--- src/shared/dar_regs.svh ---
// Register offsets, field positions, reset values and timing counts for the
// DRAM address and refresh block. Assumes a word-wide register port.
// Operation
// Row phase maps address bits 24,25,22..13 onto pins
// Column phase maps 24,24,23,12..4 onto pins
// Column strobe index equals little-endian byte number
// Two row strobes per bank, pairs 1:0..7:6
// Odd row strobe only for two-subbank banks; refresh bursts drive the odd strobes of all four banks
// Refresh is CAS-before-RAS, no row address
// Refresh bursts, rows and interval programmable
// Burst setting covers four or eight rows
// Stagger row strobes, four then four three later
// Down-counter loads preload, reaches zero, reloads
// Each rollover raises refresh request to arbiter
// Start refresh only after arbiter grant
// Burst refreshes exactly programmed rows per burst
// Each rollover pulses watchdog increment
// Row strobe one cycle, column strobe two after
// Column strobe leads row strobe by lead count
// Column strobe low after row strobe for count
// Row strobe stays high for precharge count
// Request held until grant, dropped once burst starts
`ifndef DAR_REGS_SVH
`define DAR_REGS_SVH
`define DAR_ADDR_PRELOAD     4'h0
`define DAR_ADDR_BURST       4'h1
`define DAR_ADDR_TIMING      4'h2
`define DAR_ADDR_BANKCFG     4'h3
`define DAR_ADDR_STATUS      4'h4
`define DAR_ADDR_COUNT       4'h5
`define DAR_PRELOAD_RST      16'h060E
`define DAR_ROWS_RST         4'h4
`define DAR_LEAD_RST         4'h2
`define DAR_CASLOW_RST       4'h4
`define DAR_RASCAS_RST       4'h2
`define DAR_PRECH_RST        4'h3
`define DAR_STAGGER_CYC      4'h3
`define DAR_TIM_LEAD_LSB     0
`define DAR_TIM_CASLOW_LSB   4
`define DAR_TIM_RASCAS_LSB   8
`define DAR_TIM_PRECH_LSB    12
`endif

--- src/shared/dar_pkg.sv ---
// Types for the DRAM address and refresh block.
// Shared by the top module and its timing unit.
package dar_pkg;
   typedef enum logic [6:0] {
      DAR_IDLE  = 7'h01,
      DAR_WAIT  = 7'h02,
      DAR_LEAD  = 7'h04,
      DAR_RAS_A = 7'h08,
      DAR_RAS_B = 7'h10,
      DAR_HOLD  = 7'h20,
      DAR_PRE   = 7'h40
   } dar_ref_state_type;
   typedef enum logic [1:0] {
      DAR_PH_IDLE = 2'h1,
      DAR_PH_ROW  = 2'h2
   } dar_phase_type;
endpackage : dar_pkg

--- src/design/dar_top.sv ---
// DRAM address multiplexer, strobe select and refresh scheduler.
// Assumes a single 25 MHz clock; strobes here are active high requests,
// the pad ring inverts them to the DRAM's active-low pins.
//
// The placing of the registers and strobed register access were left to the implementer.
`timescale 1ns/1ps
`include "dar_regs.svh"
module dar_top
   import dar_pkg::*;
(
   // Clock and reset
   input  wire logic        clk,
   input  wire logic        rstn,
   // Register port
   input  wire logic [3:0]  reg_addr,
   input  wire logic [31:0] reg_wdata,
   input  wire logic        reg_wr,
   input  wire logic        reg_rd,
   output logic [31:0]      reg_rdata,
   // Access request from the memory sequencer
   input  wire logic        acc_req,
   input  wire logic [25:0] acc_addr,
   input  wire logic [15:0] acc_bytes,
   input  wire logic [1:0]  acc_bank,
   input  wire logic        acc_sub,
   // Arbiter and watchdog
   input  wire logic        refresh_grant,
   output logic             refresh_req,
   output logic             start_refresh,
   output logic             wdog_inc,
   // DRAM side
   output logic [11:0]      mem_addr,
   output logic [7:0]       ras_on,
   output logic [15:0]      cas_on,
   output logic             refresh_busy
);
   logic [15:0] preload_reg;
   logic [15:0] count_reg;
   logic [3:0]  rows_reg;
   logic [15:0] timing_reg;
   logic [3:0]  two_sub_reg;
   logic        rollover;
   logic        grant_s1_reg;
   logic        grant_s2_reg;
   logic        start_reg;
   logic        cyc_ras_a;
   logic        cyc_ras_b;
   logic        cyc_cas;
   logic        cyc_busy;
   dar_phase_type phase_reg;
   logic [1:0]  acc_cnt_reg;
   logic [25:0] addr_reg;
   logic [1:0]  bank_reg;
   logic        sub_reg;
   logic [15:0] bytes_reg;

   // Row and column pin maps
   function automatic logic [11:0] row_map(input logic [25:0] a);
      row_map = {a[24], a[25], a[22:13]};
   endfunction : row_map
   function automatic logic [11:0] col_map(input logic [25:0] a);
      col_map = {a[24], a[24], a[23], a[12:4]};
   endfunction : col_map

   // Registers
   always_ff @(posedge clk or negedge rstn) begin
      if (!rstn) begin
         preload_reg <= `DAR_PRELOAD_RST;
         rows_reg    <= `DAR_ROWS_RST;
         timing_reg  <= {`DAR_PRECH_RST, `DAR_RASCAS_RST, `DAR_CASLOW_RST,
                         `DAR_LEAD_RST};
         two_sub_reg <= 4'h0;
      end else if (reg_wr) begin
         unique case (reg_addr)
            `DAR_ADDR_PRELOAD: preload_reg <= reg_wdata[15:0];
            `DAR_ADDR_BURST:   rows_reg    <= reg_wdata[3:0];
            `DAR_ADDR_TIMING:  timing_reg  <= reg_wdata[15:0];
            `DAR_ADDR_BANKCFG: two_sub_reg <= reg_wdata[3:0];
            default: ;
         endcase
      end
   end

   always_ff @(posedge clk or negedge rstn) begin
      if (!rstn) reg_rdata <= 32'h0000_0000;
      else if (reg_rd) begin
         unique case (reg_addr)
            `DAR_ADDR_PRELOAD: reg_rdata <= {16'h0000, preload_reg};
            `DAR_ADDR_BURST:   reg_rdata <= {28'h0000000, rows_reg};
            `DAR_ADDR_TIMING:  reg_rdata <= {16'h0000, timing_reg};
            `DAR_ADDR_BANKCFG: reg_rdata <= {28'h0000000, two_sub_reg};
            `DAR_ADDR_STATUS:  reg_rdata <= {29'h0, cyc_busy, refresh_busy,
                                             refresh_req};
            `DAR_ADDR_COUNT:   reg_rdata <= {16'h0000, count_reg};
            default:           reg_rdata <= 32'h0000_0000;
         endcase
      end else reg_rdata <= 32'h0000_0000;
   end

   // Refresh interval counter
   assign rollover = (count_reg == 16'h0000);
   always_ff @(posedge clk or negedge rstn) begin
      if (!rstn) count_reg <= `DAR_PRELOAD_RST;
      else if (rollover) count_reg <= preload_reg;
      else count_reg <= count_reg - 16'h0001;
   end

   always_ff @(posedge clk or negedge rstn) begin
      if (!rstn) wdog_inc <= 1'b0;
      else wdog_inc <= rollover;
   end

   // Grant comes from the arbiter's domain, so it is synchronised
   always_ff @(posedge clk or negedge rstn) begin
      if (!rstn) begin
         grant_s1_reg <= 1'b0;
         grant_s2_reg <= 1'b0;
      end else begin
         grant_s1_reg <= refresh_grant;
         grant_s2_reg <= grant_s1_reg;
      end
   end

   // A rollover during a pending request is absorbed: one burst serves it
   always_ff @(posedge clk or negedge rstn) begin
      if (!rstn) refresh_req <= 1'b0;
      else if (rollover) refresh_req <= 1'b1;
      else if (start_reg) refresh_req <= 1'b0;
   end

   always_ff @(posedge clk or negedge rstn) begin
      if (!rstn) start_reg <= 1'b0;
      else start_reg <= refresh_req && grant_s2_reg && !start_reg
                        && !cyc_busy && !refresh_busy;
   end

   always_ff @(posedge clk or negedge rstn) begin
      if (!rstn) begin
         start_refresh <= 1'b0;
         refresh_busy  <= 1'b0;
      end else begin
         start_refresh <= start_reg;
         refresh_busy  <= cyc_busy || start_reg;
      end
   end

   dar_cycle u_cycle (
      .clk                       (clk),
      .rstn                      (rstn),
      .start                     (start_reg),
      .rows                      (rows_reg),
      .cas_lead_cycles           (timing_reg[`DAR_TIM_LEAD_LSB +: 4]),
      .refresh_cas_low_cycles    (timing_reg[`DAR_TIM_CASLOW_LSB +: 4]),
      .refresh_ras_to_cas_cycles (timing_reg[`DAR_TIM_RASCAS_LSB +: 4]),
      .precharge_cycles          (timing_reg[`DAR_TIM_PRECH_LSB +: 4]),
      .ras_a_reg                 (cyc_ras_a),
      .ras_b_reg                 (cyc_ras_b),
      .cas_reg                   (cyc_cas),
      .busy_reg                  (cyc_busy)
   );

   // Normal access: row address, row strobe a cycle later, then column
   // address with column strobe two cycles after it. Refresh wins.
   always_ff @(posedge clk or negedge rstn) begin
      if (!rstn) begin
         phase_reg   <= DAR_PH_IDLE;
         acc_cnt_reg <= 2'h0;
         addr_reg    <= 26'h0000000;
         bank_reg    <= 2'h0;
         sub_reg     <= 1'b0;
         bytes_reg   <= 16'h0000;
      end else begin
         unique case (phase_reg)
            DAR_PH_IDLE: if (acc_req && !cyc_busy && !start_reg) begin
               phase_reg   <= DAR_PH_ROW;
               acc_cnt_reg <= 2'h0;
               addr_reg    <= acc_addr;
               bank_reg    <= acc_bank;
               sub_reg     <= acc_sub;
               bytes_reg   <= acc_bytes;
            end
            DAR_PH_ROW: begin
               acc_cnt_reg <= acc_cnt_reg + 2'h1;
               if (acc_cnt_reg == 2'h3) phase_reg <= DAR_PH_IDLE;
            end
            default: phase_reg <= DAR_PH_IDLE;
         endcase
      end
   end

   // Cycle 0 row addr, 1 row strobe + column addr, 3 column strobe
   always_ff @(posedge clk or negedge rstn) begin
      if (!rstn) begin
         mem_addr <= 12'h000;
         ras_on   <= 8'h00;
         cas_on   <= 16'h0000;
      end else if (cyc_busy) begin
         mem_addr <= 12'h000;
         ras_on   <= {cyc_ras_b, cyc_ras_a, cyc_ras_b, cyc_ras_a,
                      cyc_ras_b, cyc_ras_a, cyc_ras_b, cyc_ras_a};
         cas_on   <= {16{cyc_cas}};
      end else if (phase_reg == DAR_PH_ROW) begin
         mem_addr <= (acc_cnt_reg == 2'h0) ? row_map(addr_reg)
                                           : col_map(addr_reg);
         ras_on   <= 8'h00;
         // Odd strobe only when the bank is built from two subbanks
         ras_on[{bank_reg, sub_reg && two_sub_reg[bank_reg]}] <=
            (acc_cnt_reg != 2'h0);
         cas_on   <= (acc_cnt_reg == 2'h3) ? bytes_reg : 16'h0000;
      end else begin
         ras_on <= 8'h00;
         cas_on <= 16'h0000;
      end
   end
endmodule : dar_top

--- src/design/dar_cycle.sv ---
// Refresh cycle sequencer: one CAS-before-RAS burst of a given row count.
// Assumes the caller starts it only while memory has been granted.
`timescale 1ns/1ps
`include "dar_regs.svh"
module dar_cycle
   import dar_pkg::*;
(
   // Clock and reset
   input  wire logic       clk,
   input  wire logic       rstn,
   // Control
   input  wire logic       start,
   input  wire logic [3:0] rows,
   input  wire logic [3:0] cas_lead_cycles,
   input  wire logic [3:0] refresh_cas_low_cycles,
   input  wire logic [3:0] refresh_ras_to_cas_cycles,
   input  wire logic [3:0] precharge_cycles,
   // Strobe requests
   output logic            ras_a_reg,
   output logic            ras_b_reg,
   output logic            cas_reg,
   output logic            busy_reg
);
   dar_ref_state_type state_reg;
   logic [3:0]        cnt_reg;
   logic [3:0]        rows_reg;

   function automatic logic [3:0] minus1(input logic [3:0] v);
      minus1 = (v == 4'h0) ? 4'h0 : v - 4'h1;
   endfunction : minus1

   always_ff @(posedge clk or negedge rstn) begin
      if (!rstn) begin
         state_reg <= DAR_IDLE;
         cnt_reg   <= 4'h0;
         rows_reg  <= 4'h0;
      end else begin
         unique case (state_reg)
            DAR_IDLE: if (start && rows != 4'h0) begin
               rows_reg  <= rows;
               cnt_reg   <= minus1(cas_lead_cycles);
               state_reg <= DAR_LEAD;
            end
            DAR_LEAD: if (cnt_reg == 4'h0) begin
               cnt_reg   <= minus1(`DAR_STAGGER_CYC);
               state_reg <= DAR_RAS_A;
            end else cnt_reg <= cnt_reg - 4'h1;
            DAR_RAS_A: if (cnt_reg == 4'h0) begin
               cnt_reg   <= minus1(refresh_cas_low_cycles);
               state_reg <= DAR_RAS_B;
            end else cnt_reg <= cnt_reg - 4'h1;
            DAR_RAS_B: if (cnt_reg == 4'h0) begin
               cnt_reg   <= minus1(refresh_ras_to_cas_cycles);
               state_reg <= DAR_HOLD;
            end else cnt_reg <= cnt_reg - 4'h1;
            DAR_HOLD: if (cnt_reg == 4'h0) begin
               cnt_reg   <= minus1(precharge_cycles);
               rows_reg  <= rows_reg - 4'h1;
               state_reg <= DAR_PRE;
            end else cnt_reg <= cnt_reg - 4'h1;
            DAR_PRE: if (cnt_reg == 4'h0) begin
               cnt_reg   <= minus1(cas_lead_cycles);
               state_reg <= (rows_reg == 4'h0) ? DAR_IDLE : DAR_LEAD;
            end else cnt_reg <= cnt_reg - 4'h1;
            default: state_reg <= DAR_IDLE;
         endcase
      end
   end

   always_ff @(posedge clk or negedge rstn) begin
      if (!rstn) begin
         ras_a_reg <= 1'b0;
         ras_b_reg <= 1'b0;
         cas_reg   <= 1'b0;
         busy_reg  <= 1'b0;
      end else begin
         // Column strobe leads, row halves follow staggered by three cycles
         cas_reg   <= (state_reg == DAR_LEAD) || (state_reg == DAR_RAS_A)
                      || (state_reg == DAR_RAS_B);
         ras_a_reg <= (state_reg == DAR_RAS_A) || (state_reg == DAR_RAS_B)
                      || (state_reg == DAR_HOLD);
         ras_b_reg <= (state_reg == DAR_RAS_B) || (state_reg == DAR_HOLD);
         busy_reg  <= (state_reg != DAR_IDLE) || (start && rows != 4'h0);
      end
   end
endmodule : dar_cycle

--- config.mk ---
export PLATFORM = sky130hd
export DESIGN_NAME = dar_top
export DESIGN_NICKNAME = d
export VERILOG_FILES = /design/src/shared/dar_pkg.sv /design/src/design/dar_top.sv /design/src/design/dar_cycle.sv
export VERILOG_INCLUDE_DIRS = /design/src /design/src/shared
export SDC_FILE = /design/constraint.sdc
export NUM_CORES = 1
export LEC_CHECK = 0
export BUFFER_PORTS_ARGS = -buffer_cell sky130_fd_sc_hd__buf_4
export CORE_MARGIN = 3
export CORE_UTILIZATION = 25
export DETAILED_ROUTE_END_ITERATION = 10
export GPL_TIMING_DRIVEN = 0
export PLACE_DENSITY_LB_ADDON = 0.05
export SLEW_MARGIN = 30
export SYNTH_ARGS = -nofsm -noshare
export SYNTH_HDL_FRONTEND = slang
export SYNTH_SLANG_ARGS = --single-unit
export TNS_END_PERCENT = 100
--- constraint.sdc ---
create_clock -name clk -period 2.1 [get_ports clk]
set_clock_uncertainty 0.05 [all_clocks]
set_input_delay 0.21 -clock clk [delete_from_list [all_inputs] [get_ports clk]]
set_output_delay 0.21 -clock clk [all_outputs]
set_load 0.05 [all_outputs]
* Yosys cells after proc, flatten, opt, wreduce, memory -nomap -nowiden
Cells that the tools add are included.
Word-level totals: output and inout bits 72, memories 0, bits of input ports 87, bits in read-only memories 0, bits in registers 199, bits in latches 0, memory bits (writable) 0, logic and storage cells 153
Cells by class: multipliers 0, magnitude comparators 3, equal/unequal tests 23, bitwise operators 1, muxes and demuxes 44, reduce and logical (&&, ||, !) cells 45, $add $sub $neg 8, divide/modulo/power cells 0, shift operators 0
Operators by type and width (count):
- $pmux 16 s6 | 1
- $mux 16 | 4
- $mux 4 | 12
- $mux 7 | 6
- $pmux 7 s6 | 1
- $mux 32 | 1
- $logic_not 4->1 | 7
- $mux 12 | 2
- $pmux 4 s6 | 1
- $sub 4x1->4 const B | 6
- $logic_not 16->1 | 1
- $mux 8 | 2
- $reduce_and 2->1 | 8
- $sub 16x1->16 const B | 1
- $ne 2x1->1 const B | 6
- $mux 11 | 1
- $reduce_bool 2->1 | 5
- $logic_and 1x1->1 | 9
- $and 8x8->8 | 1
- $eq 4x2->1 const B | 2
- $eq 4x3->1 const B | 2
- $pmux 2 s2 | 2
- $pmux 4 s2 | 1
- $eq 7x1->1 const B | 1
- other kinds (26) | 41

* Longest topological paths before layout
Gate-level depths: netlist (run 1).
word-level depth 10, mapped depth 8, gate-level depth less buffers 7

* Hierarchy
A second synthesis (run 1) with hierarchy kept.
Second synthesis, totals: cells, all modules 688, area total of the unflattened synthesis 8319.2 um^2
Modules (own cells, without submodules):
- dar_top | instances 1, seq. area each 4025.1 um^2, area each 6785.3 um^2, cells each 513
- dar_cycle | instances 1, seq. area each 451.7 um^2, area each 1534.0 um^2, cells each 175

* Worst setup path after synthesis (run 1)
Ideal clock, no wire load.
kind register to register, start point register u_cycle.cnt_reg[0], end point register u_cycle.cnt_reg[1], required time 1.919 ns, arrival time 1.806 ns, path buffers 1, clock period less this slack 1.988 ns, library setup time 0.131 ns, slack 0.112 ns, stages on the path, launching flop included 9, cells stage by stage dfrtp_1 -> inv_1 -> ha_1 -> nor3b_1 -> clkbuf_1 -> o21a_1 -> o22ai_1 -> o31ai_1 -> nand3_1
Between the ends: longest elaborated chain between the ends 3, elaborated cells between the ends (all ways) 8, classes of those cells 1 x add/sub; 6 x mux; 1 x reduce/logical
RTL lines:
- start, declared | RTL line dar_cycle.sv:25 | logic [3:0] cnt_reg;
- start signal, assigned | RTL line dar_cycle.sv:41 | cnt_reg <= minus1(cas_lead_cycles);
- start signal, assigned | RTL line dar_cycle.sv:45 | cnt_reg <= minus1(`DAR_STAGGER_CYC);
- start signal, assigned | RTL line dar_cycle.sv:47 | end else cnt_reg <= cnt_reg - 4'h1;
- $sub 4x1->4 or $logic_not 4->1 (tied branches)
- $mux 4 (on tied branches)
- $pmux 4 s6 * | RTL line dar_cycle.sv:38 | unique case (state_reg)
Every way passes the cells marked *; elsewhere a longest branch is shown, timed or not. A chain may end at the register's enable or synchronous reset.

* Worst setup path after layout (run 1)
start point register rows_reg[1], end point register u_cycle.cnt_reg[2]
Between the ends: longest elaborated chain between the ends 4
RTL lines:
- start, declared | RTL line dar_top.sv:39 | logic [3:0] rows_reg;
- start signal, assigned | RTL line dar_top.sv:69 | rows_reg <= `DAR_ROWS_RST;
- start signal, assigned | RTL line dar_top.sv:76 | `DAR_ADDR_BURST: rows_reg <= reg_wdata[3:0];
- $reduce_bool 4->1 | RTL line dar_cycle.sv:39 | DAR_IDLE: if (start && rows != 4'h0) begin
- $logic_and 1x1->1 | RTL line dar_cycle.sv:39
- $ne 2x1->1 (no line)
- $reduce_and 2->1 (no line)
No other way between the ends.

==> impl_metrics.tcl, run 1 <==
set metrics [dict create \
    cts.sinks 178 \
    final_area_um2 11000 \
    fillers 3207 \
    syn_area_per_cell_um2 11.6 \
    synth_top_family_by_area "multiplexers" \
    portBuffers 119 \
    coreArea_um2 31700 \
    stdcell_count 1332 \
    firstDrtPassIters 5 \
    yosys_warnings 0 \
    finalSetupTns_ns 0 \
    cts_buffers 17 \
    die_w_um 186 \
    endpoint_kind "flop" \
    slowest_delay_ns 0.47 \
    muxShareOfSynthArea 0.138 \
    synthTopCellsByArea "dfrtp_1 50%, mux2_2 12%, dfstp_2 5.8%" \
    drive_above_1_share 0.340 \
    drt_wl_total_um 23600 \
    clk_latency_ns 0.45 \
    ys_seq_area_frac 0.554 \
    dp_hpwl_um 16700 \
    synthAdderAreaFrac 0.0201 \
    grt_max_degree 79 \
    drv_slew 0 \
    cts_root_buf "clkbuf_16" \
    ios 159 \
    place_area_um2 9600 \
    drv_cap 0 \
    max_slew_margin 0.335 \
    synthCells 699 \
    hold_ws_ns 0.0324 \
    largest_reg_flops 22 \
    fmax_mhz 486 \
    grtUsageTotal 0.141 \
    fin_ws_ns 0.0412 \
    die-area_um2 34500 \
    vias_per_cell 4.60 \
    wl_per_cell_um 17.7 \
    seqCellArea_um2 4480 \
    initial_core_util 0.255 \
    grt_pass1_wl_um 36900 \
    rsz0062_at_grt "true" \
    synth_top_area_cell "dfrtp_1" \
    gr-total-overflow 0 \
    layout_common_cells "158 x dfrtp_1, 145 x buf_4, 83 x mux2_2" \
    grt_pass1_vias 6362 \
    dp_slack_ns -0.350 \
    min_path_type "input port to flop" \
    synth-simple-area-share 0.125 \
    outcome "completed" \
    ctsHtreeMaxLevel 4 \
    die_y_um 186 \
    crit_path_top_delay_cell "dfrtp_1" \
    areaGrowthSynthToFinish_pct 36.0 \
    hold_viol_final 0 \
    cp_data_required_time_ns 2.36 \
    synth_compound_area_frac 0.102 \
    p_leak_nw 5.07 \
    yosysTopAreaCellShare 0.495 \
    fin_util 0.347 \
    place_inst 1237 \
    cts_tree "yes" \
    antenna_found_initial 0 \
    clockBufferDepth 2 \
    detail-route-antenna-nets 0 \
    layout_commonest_cell "dfrtp_1" \
    crit_chain "o41ai_4 > nand4bb_1 > clkbuf_4 > a21oi_1 > a311oi_1 > o21ai_0" \
    critical_path_class "flop to flop" \
    worstSetupStartpointType "flop" \
    ys_types 58 \
    drc 0 \
    setup_viol 0 \
    p_per_area_nw_per_um2 1150 \
    min_path_cells 2 \
    worst_pin_slew_ns 0.990 \
    synth.ff_latch_count 178 \
    routabilityCongestion 0.790 \
    synth_edf_count 0 \
    multiInputGateArea_um2 3410 \
    synthFlopType "dfrtp_1" \
    row_count 65 \
    netlist_area_um2 8090 \
    fin_nets 1017 \
    synth-xor-area-share 0.0162 \
    ff2ff_setup_slack_ns 0.04 \
    period_needed_ns 2.06 \
    p_total_mw 12.7 \
    detail_route.iter0.violations 316 \
    vias 6133 \
    async_flop_share 1.00 \
    diodes 0 \
    path_clk_slew_ns 0.07 \
    crit_fanout 10 \
    peakVddDrop_uv 583 \
    ff2ff_path_depth 6 \
    worst_ep_arrival_time_ns 2.32 \
    fin_crit_sh 0.980 \
]
-- report_power, final --
part	total, mW	switching, mW	internal [mW]	leakage (nW)
sequential	5.37	0.918	4.45	2.24
combinational	3.75	1.93	1.83	2.52
clock	3.56	1.42	2.14	0.308
total	12.7	4.26	8.42	5.07
-- per-layer routing --
layer / track usage / wire length [µm]
met2: 0.226 / 11500
met5: 0 / 0
met1: 0.193 / 11100
met4: 0.0378 / 314
met3: 0.0299 / 770
-- cell usage after synthesis, types with 17 or more instances --
master	instances
nand2_1	60
nor2_1	51
o21ai_0	19
inv_1	23
mux2i_1	18
buf_4	17
a21oi_1	34
mux2_2	83
dfstp_2	18
nor3_1	17
clkbuf_1	17
dfrtp_1	160
-- final timing paths --
kind | start | to
setup / recovery | rows_reg[1] | u_cycle.cnt_reg[2]
hold / removal | reg_wdata[1] | two_sub_reg[1]
setup reg to reg | rows_reg[1] | u_cycle.cnt_reg[2]
hold reg to reg | grant_s1_reg | grant_s2_reg
max in group asynchronous | rstn | u_cycle.state_reg[0]
min in group asynchronous | rstn | timing_reg[10]
-- cells by family (layout without fill, tap and decap cells) --
kind of cell / count (synthesis) / count (layout)
other cells: 1 / 16
compound gates: 122 / 122
flops: 178 / 178
xor+xnor: 15 / 15
mux: 101 / 101
buf+inv: 72 / 288
simple gates: 197 / 197
fa+ha+maj: 13 / 13
-- cell type report --
class                           instances  share of cell area
Clock buffer                           22              0.0413
Timing Repair Buffer                  186               0.144
Buffer                                 47              0.0271
Clock inverter                         10              0.0165
Sequential cell                       178               0.407
Tap cell                              402              0.0457
Multi-Input combinational cell        464               0.310
Inverter                               23             0.00785
-- critical path: cells and delay by family (launching register included) --
kind / cells / cell delay, ns
AND/OR/NAND/NOR: 1 / 0.27
AO/OA/AOI/OAI: 4 / 0.89
buffers and inverters: 1 / 0.25
flip-flops: 1 / 0.47
-- timing repair --
| action | CTS | global route |
|---|---|---|
| hold buffers | 58 | 0 |
| pin swaps | 2 | 5 |
| endpoints found under the hold margin | 239 | 0 |
| setup endpoints to repair | 64 | 47 |
| setup buffers | 2 | 5 |
| gates resized for setup | 17 | 20 |
Power figures use the tool's default switching activity.
==> run 2, diff against run 1 <==
Clock period 2.1 ns to 2 ns, I/O delays scaled along.
==> run 2 against run 1 <==
The flow now finishes with violations (negative setup slack). Wire length rose by 1.0%. Sequential power grew 5.0%. Cell count is 0.38% higher. Core utilization grew 0.45 points. Via count is 0.67% higher. Critical path type unchanged. Largest cell class unchanged. Largest power group unchanged.
==> impl_metrics.tcl, run 2 (same netlist as run 1, synthesis figures left out) <==
set metrics [dict create \
    initial_core_util 0.255 \
    layout_common_cells "156 x dfrtp_1, 145 x buf_4, 83 x mux2_2" \
    fmax_mhz 497 \
    portBuffers 119 \
    coreArea_um2 31700 \
    areaGrowthSynthToFinish_pct 37.8 \
    worst_ep_arrival_time_ns 2.29 \
    fin_nets 1022 \
    detail_route.iter0.violations 348 \
    grt_pass1_vias 6371 \
    worstSetupStartpointType "flop" \
    detail-route-antenna-nets 0 \
    fin_util 0.351 \
    endpoint_kind "flop" \
    worst_pin_slew_ns 1.01 \
    cts_root_buf "clkbuf_16" \
    ios 159 \
    r2r_end "count_reg[5]" \
    multiInputGateArea_um2 3470 \
    dp_slack_ns -0.450 \
    place_inst 1237 \
    critical_path_class "flop to flop" \
    period_needed_ns 2.01 \
    drive_above_1_share 0.357 \
    p_total_mw 13.4 \
    drc 0 \
    cts_buffers 17 \
    rsz0062_at_grt "true" \
    grt_pass1_wl_um 37000 \
    crit-reg2reg-launch "count_reg[8]" \
    vias_per_cell 4.62 \
    peakVddDrop_uv 608 \
    fillers 3196 \
    largest_reg_flops 22 \
    hold_ws_ns 0.180 \
    failed_checks "negative setup slack" \
    grtUsageTotal 0.141 \
    p_per_area_nw_per_um2 1200 \
    setup_viol 2 \
    die_y_um 186 \
    path_clk_slew_ns 0.07 \
    cp_data_required_time_ns 2.28 \
    crit_fanout 10 \
    hold_viol_final 0 \
    antenna_found_initial 0 \
    layout_commonest_cell "dfrtp_1" \
    routabilityCongestion 0.790 \
    firstDrtPassIters 6 \
    ff2ff_path_depth 6 \
    outcome "complete, but fails checks" \
    grt_max_degree 79 \
    ctsHtreeMaxLevel 4 \
    final_area_um2 11100 \
    dp_hpwl_um 16700 \
    clk_latency_ns 0.44 \
    gr-total-overflow 0 \
    die-area_um2 34500 \
    max_slew_margin 0.318 \
    clockBufferDepth 2 \
    wl_per_cell_um 17.8 \
    fin_crit_sh 1.01 \
    drv_cap 0 \
    stdcell_count 1337 \
    drv_slew 0 \
    row_count 65 \
    vias 6174 \
    p_leak_nw 5.12 \
    ff2ff_setup_slack_ns -0.01 \
    fin_ws_ns -0.0101 \
    setup.worst_path.start "count_reg[8]" \
    min_path_type "input port to asynchronous set/reset pin" \
    cts.sinks 178 \
    finalSetupTns_ns -0.0185 \
    diodes 0 \
    die_w_um 186 \
    place_area_um2 9600 \
    cts_tree "yes" \
    drt_wl_total_um 23800 \
    seqCellArea_um2 4480 \
]
## run 2: cell types whose count changed in the layout (fill, tap and decap cells not counted), moves of 2 or more
cell / delta
nor2_1: -7
nor2_2: +6
buf_2: +3
buf_8: +3
clkbuf_4: -3
dfrtp_1: -2
dfrtp_2: +2
## run 2: cell type report
| class | count | share of cell area |
|---|---|---|
| Buffer | 47 | 0.0286 |
| Clock buffer | 22 | 0.0408 |
| Clock inverter | 10 | 0.0163 |
| Inverter | 23 | 0.00775 |
| Multi-Input combinational cell | 464 | 0.311 |
| Sequential cell | 178 | 0.402 |
| Tap cell | 402 | 0.0451 |
| Timing Repair Buffer | 191 | 0.148 |
## run 2: routing by layer
layer,track usage,part of all wire
met4,0.0387,0.013
met3,0.0301,0.031
met2,0.227,0.49
met5,0,0
met1,0.193,0.47
## run 2: how the worst max path moves through the flow
stage                                 endpoint  slack [ns]  depth (start not counted)
after CTS                 u_cycle.state_reg[2]       -0.05                          6
final                             count_reg[5]       -0.01                          6
after detailed placement    u_cycle.cnt_reg[2]       -0.45                          7
after global routing      u_cycle.state_reg[2]       -0.11                          6
after floorplan             u_cycle.cnt_reg[1]        0.01                          8
after global placement            addr_reg[18]       -0.53                          1
## run 2: timing repair
action	CTS	global route
resized for setup	23	37
hold buffers	58	1
pin swaps	3	7
cloned	0	1
endpoints found under the hold margin	244	1
endpoints found under the setup margin	89	62
buffers inserted	5	5
## run 2: power by group
group          switching, mW  internal, mW
Combinational           2.05          1.99
Clock                   1.49          2.25
Sequential             0.968          4.67
## run 2: critical path, cell delays in order, from the launching register on
cell and delay [ns]:
dfrtp_2 0.44, nor4_4 0.37, nand4_2 0.18, or4_4 0.52, buf_8 0.19, nor2_1 0.10, a21oi_1 0.05
==> run 3, diff against run 2 <==
--- a/config.mk
+++ b/config.mk
@@ -7,10 +7,11 @@
 export NUM_CORES = 1
 export LEC_CHECK = 0
-export BUFFER_PORTS_ARGS = -buffer_cell sky130_fd_sc_hd__buf_4
 export CORE_MARGIN = 3
 export CORE_UTILIZATION = 25
 export DETAILED_ROUTE_END_ITERATION = 10
+export DONT_BUFFER_PORTS = 1
 export GPL_TIMING_DRIVEN = 0
 export PLACE_DENSITY_LB_ADDON = 0.05
+export SETUP_SLACK_MARGIN = 0.05
 export SLEW_MARGIN = 30
 export SYNTH_ARGS = -nofsm -noshare
==> constraint.sdc (replaced) <==
create_clock -name clk -period 2 [get_ports clk]
set_clock_uncertainty 0.05 [all_clocks]
set_input_delay 0.3 -clock clk [delete_from_list [all_inputs] [get_ports clk]]
set_output_delay 0.3 -clock clk [all_outputs]
set_load 0.05 [all_outputs]
==> run 3 against run 2 <==
The run ends with negative hold slack left. Non-clock buffer count shrank 99. Clock power fell by 7.0%. Via count decreased by 6.3%. Cell count shrank 7.4%. Count of clock-buffer cells in the layout shrank 3. Largest power group unchanged.
==> impl_metrics.tcl, run 3 (same netlist as run 1, synthesis figures left out) <==
set metrics [dict create \
    outcome "complete, but fails checks" \
    failed_checks "negative hold slack" \
    met1_usage 0.182 \
    gr-total-overflow 0 \
    fillers 3186 \
    drive_above_1_share 0.321 \
    grt_pass1_wl_um 35200 \
    die_w_um 186 \
    endpoint_kind "flop" \
    coreArea_um2 31700 \
    cts_buffers 17 \
    place_area_um2 8650 \
    stdcell_count 1238 \
    vias 5788 \
    cts_tree "yes" \
    path_clk_slew_ns 0.07 \
    critical_path_class "flop to flop" \
    net-switching-power_mw 4.56 \
    place_inst 1116 \
    worstSetupStartpointType "flop" \
    layout_common_cells "151 x dfrtp_1, 82 x mux2_2, 58 x nand2_1, 58 x dlygate4sd3_1, 52 x buf_4" \
    portBuffers 0 \
    layout_commonest_cell "dfrtp_1" \
    drc 0 \
    cts.sinks 178 \
    fin_crit_sh 0.993 \
    met2_usage 0.214 \
    cp_data_required_time_ns 2.28 \
    p_leak_nw 4.60 \
    cts_hold_buf 58 \
    drv_cap 0 \
    period_needed_ns 1.99 \
    wl_per_cell_um 18.7 \
    p_per_area_nw_per_um2 1260 \
    crit_fanout 8 \
    setup_viol 0 \
    finalSetupTns_ns 0 \
    row_count 65 \
    ios 159 \
    gr-usage-met3 0.0338 \
    seqPwrFrac 0.452 \
    hold_ws_ns -0.486 \
    fmax_mhz 504 \
    die_y_um 186 \
    areaGrowthSynthToFinish_pct 29.3 \
    top_usage_layer "met2" \
    power_frac_comb 0.284 \
    initial_core_util 0.255 \
    die-area_um2 34500 \
    drt_wl_total_um 23100 \
    clk_latency_ns 0.44 \
    grtUsageTotal 0.135 \
    power.clock.fraction 0.264 \
    rsz0062_at_grt "true" \
    final_area_um2 10500 \
    grt_max_degree 179 \
    p_total_mw 13.2 \
    cts_root_buf "clkbuf_16" \
    worst_ep_arrival_time_ns 2.26 \
    routabilityCongestion 0.775 \
    p_sw_frac 0.346 \
    peakVddDrop_uv 618 \
    max_slew_margin 0.612 \
    firstDrtPassIters 5 \
    dp_hpwl_um 15900 \
    drv_slew 0 \
    fin_util 0.330 \
    min_path_type "input port to asynchronous set/reset pin" \
    ctsHtreeMaxLevel 4 \
    detail-route-antenna-nets 0 \
    vias_per_cell 4.68 \
    worst_pin_slew_ns 0.579 \
    p_int_mw 8.63 \
    hold_viol_final 178 \
    grt_pass1_vias 5951 \
    clockBufferDepth 2 \
    diodes 0 \
    largest_reg_flops 22 \
    antenna_found_initial 1 \
    detail_route.iter0.violations 310 \
    fin_nets 923 \
]
run 3: cell types whose count changed in the layout (fill, tap and decap cells not counted), sizes merged, moves of 2 or more:
cell,change
buf,-98
bufinv,-3
clkinv,+3
inv,+3
clkbuf,-2
run 3: stage by stage:
step,worst slack (ns),hold slack (ns)
3_5_place_dp,-0.394,-0.0210
3_3_place_gp,-0.402,-0.0243
4_1_cts,0.0528,-0.516
5_1_grt,-0.0414,-0.521
6_report,0.0148,-0.486
2_1_floorplan,0.0844,-0.0456
run 3: power by group through the flow:
| stage | clock network (mW) | logic (mW) | registers [mW] |
|---|---|---|---|
| final | 3.48 | 3.74 | 5.96 |
| after global routing | 3.77 | 4.11 | 6.14 |
| after CTS | 3.61 | 3.48 | 5.96 |
| after detailed placement | 0 | 3.06 | 6.00 |
| after global placement | 0 | 3.01 | 5.97 |
| after floorplan | 0 | 2.48 | 5.65 |
run 3: layer usage:
metal | routed length, µm | vias to the layer above
met5 | 7 | -
met4 | 311 | 2
met3 | 1040 | 19
met2 | 11200 | 116
met1 | 10600 | 2922
li1 | - | 2729
run 3: critical path: stages, from the launching register on:
cell and delay [ns]:
dfrtp_1 0.37, buf_6 0.13, nor4_4 0.29, nand3b_1 0.20
and3_4 0.23, buf_8 0.13, o21ai_4 0.16, mux2_4 0.31
run 3: final timing paths:
path / from / end / slack [ns] / cells past startpoint
min in group clk: reg_wr / rows_reg[1] / 0.15 / 2
worst min register to register: grant_s1_reg / grant_s2_reg / 0.30 / 0
worst min-delay path: rstn / timing_reg[10] / -0.49 / 0
max in group asynchronous: rstn / addr_reg[8] / 2.04 / 0
worst max-delay path: u_cycle.state_reg[2] / u_cycle.state_reg[2] / 0.01 / 7
worst max register to register: u_cycle.state_reg[2] / u_cycle.state_reg[2] / 0.01 / 7
run 3: final cells by class:
cell class / instances / area (µm²) / area share
multi-input combinational: 464 / 3590 / 0.343
inverter: 23 / 86.3 / 0.00825
tap: 402 / 503 / 0.0481
sequential: 178 / 4490 / 0.429
clock buffer: 19 / 453 / 0.0433
buffer: 48 / 355 / 0.0340
clock inverter: 13 / 149 / 0.0142
timing repair buffer: 91 / 832 / 0.0796
run 3: repair_timing:
action	CTS	global route
gates resized for setup	36	70
endpoints found under the setup margin	93	68
pin swaps	4	13
setup buffers	12	21
hold endpoints to repair	260	178
